### config.mk
export PLATFORM = sky130hd
export DESIGN_NAME = sabc_top
export DESIGN_NICKNAME = d
export VERILOG_FILES = /design/src/sabc_pkg.sv /design/src/sabc_top.sv /design/src/sabc_sync.sv
export SDC_FILE = /design/constraint.sdc
export NUM_CORES = 1
export LEC_CHECK = 0
export BUFFER_PORTS_ARGS = -buffer_cell sky130_fd_sc_hd__buf_4
export CAP_MARGIN = 20
export CORE_MARGIN = 10
export CORE_UTILIZATION = 54
export CTS_CLUSTER_SIZE = 24
export DETAILED_ROUTE_END_ITERATION = 12
export GPL_ROUTABILITY_DRIVEN = 0
export HOLD_SLACK_MARGIN = 0.03
export PLACE_DENSITY_LB_ADDON = 0.25
export REMOVE_ABC_BUFFERS = 1
export SYNTH_ARGS = -nofsm -noshare
export SYNTH_HDL_FRONTEND = slang
export SYNTH_HIERARCHICAL = 1
export SYNTH_SLANG_ARGS = --single-unit
### constraint.sdc
create_clock -name mclk_i -period 4.4 [get_ports mclk_i]
set_input_delay 0.88 -clock mclk_i [delete_from_list [all_inputs] [get_ports mclk_i]]
set_output_delay 0.88 -clock mclk_i [all_outputs]
set_load 0.02 [all_outputs]
### src/sabc_pkg.sv
// shared constants and types for the converter bus control block
package sabc_pkg;
    localparam int unsigned DATA_W        = 8;
    localparam int unsigned PHASE_DIV     = 8;
    localparam logic [2:0]  PHASE_LAST    = 3'h7;
    localparam logic [3:0]  SET_PULSE_CYC = 4'h8;
    localparam logic [2:0]  NEG_SAMPLE_PH = 3'h4;
    localparam int unsigned MCLK_MHZ      = 200;
    localparam int unsigned FREE_PULSE_NS = 300;
    localparam int unsigned FREE_PULSE_CYC = (FREE_PULSE_NS * MCLK_MHZ) / 1000;
    localparam logic [7:0]  FREE_PULSE_W  = 8'(FREE_PULSE_CYC);
    localparam logic [7:0]  MSB_MARK      = 8'h80;
    localparam logic [7:0]  DATA_RESET    = 8'h00;

    typedef struct packed {
        logic cs_n;
        logic rd_n;
        logic wr_n;
    } sabc_bus_t;

    typedef enum logic [2:0] {
        SABC_IDLE  = 3'b001,
        SABC_HOLD  = 3'b010,
        SABC_CONV  = 3'b100
    } sabc_state_t;
endpackage

### src/sabc_top.sv
// control logic of an 8-bit successive approximation converter on a host bus
// How it works
// once the marker leaves the last stage, the result moves into output latches
// internal phases run at one eighth of mclk; done set pulse lasts eight clocks
// done flip-flop set drives the active-low interrupt output low
// with select and read held low, interrupt still pulses low for eight clocks
// in free-running mode the interrupt falling edge restarts conversion and clears it
// free-running interrupt low pulse is about 300 ns wide
// select and read low clear the done flip-flop and enable the data outputs
// select, read and write are active-low bus controls
// standalone host may tie select low and pulse write and read
// positive and negative inputs are sampled four clocks apart
// eight comparisons, msb first, 64 clocks; all ones is full scale
// select and write low hold reset; conversion starts 1 to 8 clocks after release
// output latch updates one clock before the interrupt asserts
// host reads no earlier than eight clocks after interrupt asserts
// data outputs release when read or select goes high
// a new start aborts conversion and restarts from the msb
`timescale 1ns/10ps
module sabc_top (
    // clock and reset
    input  wire logic                 mclk_i,
    input  wire logic                 srst_i,
    // host bus pins
    input  wire logic                 cs_n_i,
    input  wire logic                 rd_n_i,
    input  wire logic                 wr_n_i,
    output logic [7:0]                data_o,
    output logic [7:0]                data_oe_o,
    output logic                      conv_done_irq_n_o,
    // analog side
    input  wire logic                 comp_i,
    output logic [7:0]                ladder_code_o,
    output logic                      sample_pos_o,
    output logic                      sample_neg_o
);
    sabc_pkg::sabc_bus_t bus;
    sabc_pkg::sabc_state_t state_q;
    logic       comp_s;
    logic [2:0] phase_q;
    logic       phase_en;
    logic [7:0] approx_register_q;
    logic [7:0] shift_q;
    logic [7:0] latch_q;
    logic       xfer_q;
    logic [3:0] set_cnt_q;
    logic [7:0] free_cnt_q;
    logic       irq_ff_q;
    logic       irq_pin_q;
    logic       wr_prev_q;
    logic       start_req;
    logic       start_hold;
    logic       read_en;
    logic       start_clear_gate;
    logic       result_transfer_gate;

    sabc_sync u_cs (.mclk_i(mclk_i), .srst_i(srst_i), .pin_i(cs_n_i),
                    .rst_val_i(1'b1), .sync_o(bus.cs_n));
    sabc_sync u_rd (.mclk_i(mclk_i), .srst_i(srst_i), .pin_i(rd_n_i),
                    .rst_val_i(1'b1), .sync_o(bus.rd_n));
    sabc_sync u_wr (.mclk_i(mclk_i), .srst_i(srst_i), .pin_i(wr_n_i),
                    .rst_val_i(1'b1), .sync_o(bus.wr_n));
    sabc_sync u_cp (.mclk_i(mclk_i), .srst_i(srst_i), .pin_i(comp_i),
                    .rst_val_i(1'b1), .sync_o(comp_s));

    // selects are active low throughout
    assign start_hold = !bus.cs_n && !bus.wr_n;
    assign start_req  = start_hold && wr_prev_q;
    assign read_en    = !bus.cs_n && !bus.rd_n;
    assign phase_en   = (phase_q == sabc_pkg::PHASE_LAST);
    assign start_clear_gate     = phase_en && (state_q == sabc_pkg::SABC_HOLD) && !start_hold;
    assign result_transfer_gate = phase_en && (state_q == sabc_pkg::SABC_CONV) && shift_q[0];

    // phase divider free runs, so start lands 1 to 8 clocks after release
    always_ff @(posedge mclk_i) begin
        if (srst_i) begin
            phase_q <= 3'h0;
        end else begin
            phase_q <= phase_q + 3'h1;
        end
    end

    always_ff @(posedge mclk_i) begin
        if (srst_i) begin
            wr_prev_q <= 1'b0;
        end else begin
            wr_prev_q <= !start_hold;
        end
    end

    // start flip-flop and search sequencing
    always_ff @(posedge mclk_i) begin
        if (srst_i) begin
            state_q <= sabc_pkg::SABC_IDLE;
        end else if (start_hold) begin
            state_q <= sabc_pkg::SABC_HOLD;
        end else begin
            unique case (state_q)
                sabc_pkg::SABC_IDLE: begin
                    state_q <= sabc_pkg::SABC_IDLE;
                end
                sabc_pkg::SABC_HOLD: begin
                    if (start_clear_gate) begin
                        state_q <= sabc_pkg::SABC_CONV;
                    end
                end
                sabc_pkg::SABC_CONV: begin
                    if (result_transfer_gate) begin
                        state_q <= sabc_pkg::SABC_IDLE;
                    end
                end
                default: begin
                    state_q <= sabc_pkg::SABC_IDLE;
                end
            endcase
        end
    end

    // marker shift register and approximation register, msb first
    always_ff @(posedge mclk_i) begin
        if (srst_i || start_hold) begin
            shift_q           <= sabc_pkg::DATA_RESET;
            approx_register_q <= sabc_pkg::DATA_RESET;
        end else if (start_clear_gate) begin
            shift_q           <= sabc_pkg::MSB_MARK;
            approx_register_q <= sabc_pkg::MSB_MARK;
        end else if (phase_en && state_q == sabc_pkg::SABC_CONV) begin
            shift_q <= shift_q >> 1;
            // comparator high means ladder above input, so drop the trial bit
            approx_register_q <= (approx_register_q & ~(shift_q & {8{comp_s}}))
                                 | (shift_q >> 1);
        end
    end

    // sampling strobes half a phase apart for the differential pair
    always_ff @(posedge mclk_i) begin
        if (srst_i) begin
            sample_pos_o <= 1'b0;
            sample_neg_o <= 1'b0;
        end else begin
            sample_pos_o <= (state_q == sabc_pkg::SABC_CONV) && (phase_q == 3'h0);
            sample_neg_o <= (state_q == sabc_pkg::SABC_CONV)
                            && (phase_q == sabc_pkg::NEG_SAMPLE_PH);
        end
    end

    always_ff @(posedge mclk_i) begin
        if (srst_i) begin
            ladder_code_o <= sabc_pkg::DATA_RESET;
        end else begin
            ladder_code_o <= approx_register_q;
        end
    end

    // result latch; final bit resolved in the same cycle as the transfer
    always_ff @(posedge mclk_i) begin
        if (srst_i) begin
            latch_q <= sabc_pkg::DATA_RESET;
            xfer_q  <= 1'b0;
        end else begin
            xfer_q <= result_transfer_gate;
            if (result_transfer_gate) begin
                latch_q <= approx_register_q & ~(shift_q & {8{comp_s}});
            end
        end
    end

    // done flip-flop: set pulse of eight clocks beats the read clear
    always_ff @(posedge mclk_i) begin
        if (srst_i) begin
            set_cnt_q <= 4'h0;
        end else if (start_hold) begin
            set_cnt_q <= 4'h0;
        end else if (xfer_q) begin
            set_cnt_q <= sabc_pkg::SET_PULSE_CYC;
        end else if (set_cnt_q != 4'h0) begin
            set_cnt_q <= set_cnt_q - 4'h1;
        end
    end

    always_ff @(posedge mclk_i) begin
        if (srst_i) begin
            irq_ff_q <= 1'b0;
        end else if (xfer_q || (set_cnt_q > 4'h1)) begin
            irq_ff_q <= 1'b1;
        end else if (read_en || start_hold) begin
            irq_ff_q <= 1'b0;
        end
    end

    // free-running: a low pin pulse restarts, keep it visible about 300 ns
    always_ff @(posedge mclk_i) begin
        if (srst_i) begin
            free_cnt_q <= 8'h00;
        end else if (start_req && irq_ff_q) begin
            // only a start landing on a pending interrupt stretches the pin
            free_cnt_q <= sabc_pkg::FREE_PULSE_W;
        end else if (free_cnt_q != 8'h00) begin
            free_cnt_q <= free_cnt_q - 8'h01;
        end
    end

    always_ff @(posedge mclk_i) begin
        if (srst_i) begin
            irq_pin_q <= 1'b1;
        end else begin
            // a held start masks the flip-flop from the pin, so the counter alone holds the pin
            irq_pin_q <= !((irq_ff_q && (!start_hold || start_req))
                           || (free_cnt_q != 8'h00));
        end
    end
    assign conv_done_irq_n_o = irq_pin_q;

    // output drivers
    always_ff @(posedge mclk_i) begin
        if (srst_i) begin
            data_o    <= sabc_pkg::DATA_RESET;
            data_oe_o <= 8'h00;
        end else begin
            data_o    <= latch_q;
            data_oe_o <= {8{read_en}};
        end
    end
endmodule

### src/sabc_sync.sv
// two flip-flop synchroniser for one pin
`timescale 1ns/10ps
module sabc_sync (
    // clock and reset
    input  wire logic mclk_i,
    input  wire logic srst_i,
    // pin and synced level
    input  wire logic pin_i,
    input  wire logic rst_val_i,
    output logic      sync_o
);
    logic meta_q;
    logic sync_q;

    always_ff @(posedge mclk_i) begin
        if (srst_i) begin
            // reset to the pin's idle level so no false edge follows reset
            meta_q <= rst_val_i;
            sync_q <= rst_val_i;
        end else begin
            meta_q <= pin_i;
            sync_q <= meta_q;
        end
    end

    assign sync_o = sync_q;
endmodule

==> flow_summary_export.csv <==
group,metric,value,unit
worst_setup_path,max_stage_delay,0.43,ns
cells_and_area,final_common_cell,"dfxtp_1",
synthesis,ys.flop_type,"dfxtp_1",
synthesis,yosysWarnings,6,
worst_setup_path,critPathRequiredTime,4.61,ns
floorplan,die_area,8198,um^2
clocking,cts_resized,0,
cells_and_area,antenna_cells,0,
drt,wl,4909,um
cells_and_area,layout_common_cells,"dfxtp_1 (73), buf_4 (33), nand2_1 (31), a21oi_1 (28), nor2b_1 (20)",
hold_path,min_to,"data_oe_o[0]",
grt,grt_pass1_wl,8452,um
timing,worst_slew_pin_slew,0.5858,ns
worst_setup_path,crit_arrival,2.55,ns
drt,first_pass_iters,4,
synthesis,syn_avg_cell_area,9.702,um^2
floorplan,fp.dieW,90.55,um
run_status,status,"finished clean",
worst_setup_path,r2r_setup_slack,2.45,ns
power,leakagePower,1.276,nW
grt,antenna_found_initial,0,
timing,rsz0062_at_grt,"no",
timing,fin_crit,2.338,ns
synthesis,ys_seq_elements,73,
clocking,cts_hold_buffers,0,
grt,overflow,0,
worst_setup_path,worstSetupPathType,"primary input to register",
timing,whs,0.4098,ns
drt,wl_per_cell,12.82,um
clocking,cts_max_path_buffers,2,
synthesis,ys_top_cells_by_area,"dfxtp_1 (54%), a21oi_1 (5.2%), nor2b_1 (4.7%), nand2_1 (4.3%), mux2_2 (3.8%)",
floorplan,ios,33,
timing,setup_tns,0,ns
worst_setup_path,rr_worst_depth,7,
timing,fmax,0.4277,GHz
worst_setup_path,start_kind,"primary input",
clocking,clock-root-buffer,"clkbuf_8",
cells_and_area,final_layout_size_suffix_gt1_share,20.89,%
worst_setup_path,r2r-end,"latch_q[7]",
cells_and_area,nets,324,
timing,relSlewSlack,60.53,%
clocking,postCtsSetupBuffers,0,
cells_and_area,syn_to_final_growth,17.41,%
drt,first_iter_violations,109,
placed_design,io_buffers,32,
worst_setup_path,crit_family,"buffers and inverters",
timing,setup_viol,0,
grt,grt_max_degree,37,
timing,hold_viol,0,
placed_design,dpl_worst_slack,1.689,ns
clocking,cts_tree,"done",
grt,grtUsageTotal,12.28,%
timing,finalMaxSlewViolations,0,
timing,finalWorstSetupSlack,2.062,ns
synthesis,ys_seq_area_share,54.38,%
timing,period_share,53.14,%
timing,clock-skew-final,0.01023,ns
floorplan,die_h,90.55,um
worst_setup_path,cpMaxStageDelayCell,"nand2b_1",
drt,ant_nets,0,
synthesis,ys_async_sr_fraction,0,%
drt,num_vias,1955,
synthesis,yosys.area.top_type,"dfxtp_1",
worst_setup_path,worst-path-buf-inv,3,
worst_setup_path,r2r_start,"phase_q[0]",
hold_path,hold_depth,1,
worst_setup_path,cpMostUsedCell,"inv_1",
drt,vias_per_cell,5.104,
synthesis,synthCells,277,
drt,drt_drc_violations_left,0,
floorplan,row_count,25,
synthesis,yosysTopAreaCellShare,54.38,%
floorplan,core_region_area,4786,um^2
worst_setup_path,path_depth,6,
clocking,clock-sinks,73,
power,p_per_area,511.2,nW/um^2
synthesis,synth_area,2688,um^2
hold_path,hp-start,"u_rd/sync_o",
clocking,cts_max_level,3,
worst_setup_path,critPathCaptureType,"register",
power,peakVddDrop,0.0003042,V
synthesis,ys_types,41,
worst_setup_path,crit_chain,"buf_4, inv_1, o21ai_0, inv_1, nand2b_1, a21oi_1",
floorplan,start_util,56.16,%
synthesis,synth_edf_count,0,
worst_setup_path,cp_max_fo,36,
hold_path,hp-class,"register to register",
cells_and_area,fillers,389,
clocking,clk_pin_slew,0.08,ns
grt,grt_pass1_vias,1911,
placed_design,hpwl,3334,um
clocking,clock_latency,0.34,ns
clocking,numCtsBuffers,9,
job,cap_violations,0,
## cells in the mapped netlist (3+ instances only)
cell type and instances:
or3_1 3, o21ai_0 11, nand2b_1 3, buf_4 7
mux2_2 9, dfxtp_1 73, clkbuf_1 9, a31oi_1 10
nand2_1 31, nor3_1 4, ha_1 7, nor2_1 19
inv_1 10, nor2b_1 20, a21oi_1 28
## state kept, by name, summed over array words and instances (netlist names), 3 cells and up
signal and count:
ladder_code_o 8, latch_q 8, state_q 3, phase_q 3, free_cnt_q 8, data_o 8
shift_q 8, approx_register_q 8, set_cnt_q 4
## area by class of cell
| cell class | count | area [um^2] | share of cell area, % |
|---|---|---|---|
| sequential | 73 | 1461 | 46.31 |
| multi-input combinational | 184 | 1131 | 35.84 |
| timing repair buffer | 33 | 247.7 | 7.851 |
| clock buffer | 9 | 123.9 | 3.925 |
| tap | 67 | 83.83 | 2.657 |
| clock inverter | 7 | 70.07 | 2.220 |
| inverter | 10 | 37.54 | 1.190 |
## kinds of logic after synthesis
| logic type | after synthesis | share of synthesized area, % |
|---|---|---|
| AOI/OAI and AO/OA | 57 | 12.20 |
| and+or+nand+nor | 99 | 20.11 |
| DFF | 73 | 54.38 |
| xor gates and xnor gates | 2 | 0.6519 |
| muxes | 11 | 4.516 |
| buffers and inverters | 27 | 4.749 |
| adders and majority gates | 7 | 3.259 |
| other | 1 | 0.1395 |
## metal layers
metal	global-route usage [%]	vias to the layer above	part of all wire (%)
met2	19.95	26	48
met5	0	-	0
met3	3.159	10	3.2
met4	7.162	0	1.9
li1	-	1007	-
met1	14.24	912	46
## where the power goes
group          internal, W  leakage, nW  switching [W]
sequential        0.000719        0.595      0.0000552
clock             0.000262       0.0994       0.000253
combinational     0.000167        0.581       0.000158
total              0.00115         1.28       0.000466
## worst max-delay path by stage
| stage | from | endpoint | slack [ns] |
|---|---|---|---|
| after floorplan | phase_q[0] | latch_q[7] | 1.64 |
| after global placement | srst_i | approx_register_q[4] | 1.80 |
| after detailed placement | srst_i | shift_q[5] | 1.69 |
| after CTS | srst_i | shift_q[5] | 2.03 |
| after global routing | srst_i | shift_q[2] | 1.82 |
| final | srst_i | shift_q[6] | 2.06 |
## metrics by stage
stage	power (W)	instance area, um^2	instances	util (%)
final	0.001613	3156	383	65.93
after global routing	0.001699	3156	383	65.93
after CTS	0.001621	3156	383	65.93
after detailed placement	0.001111	2962	367	61.88
after global placement	0.001104	2962	367	61.88
after floorplan	0.001041	2624	267	-
(Power assumes the default switching activity.)
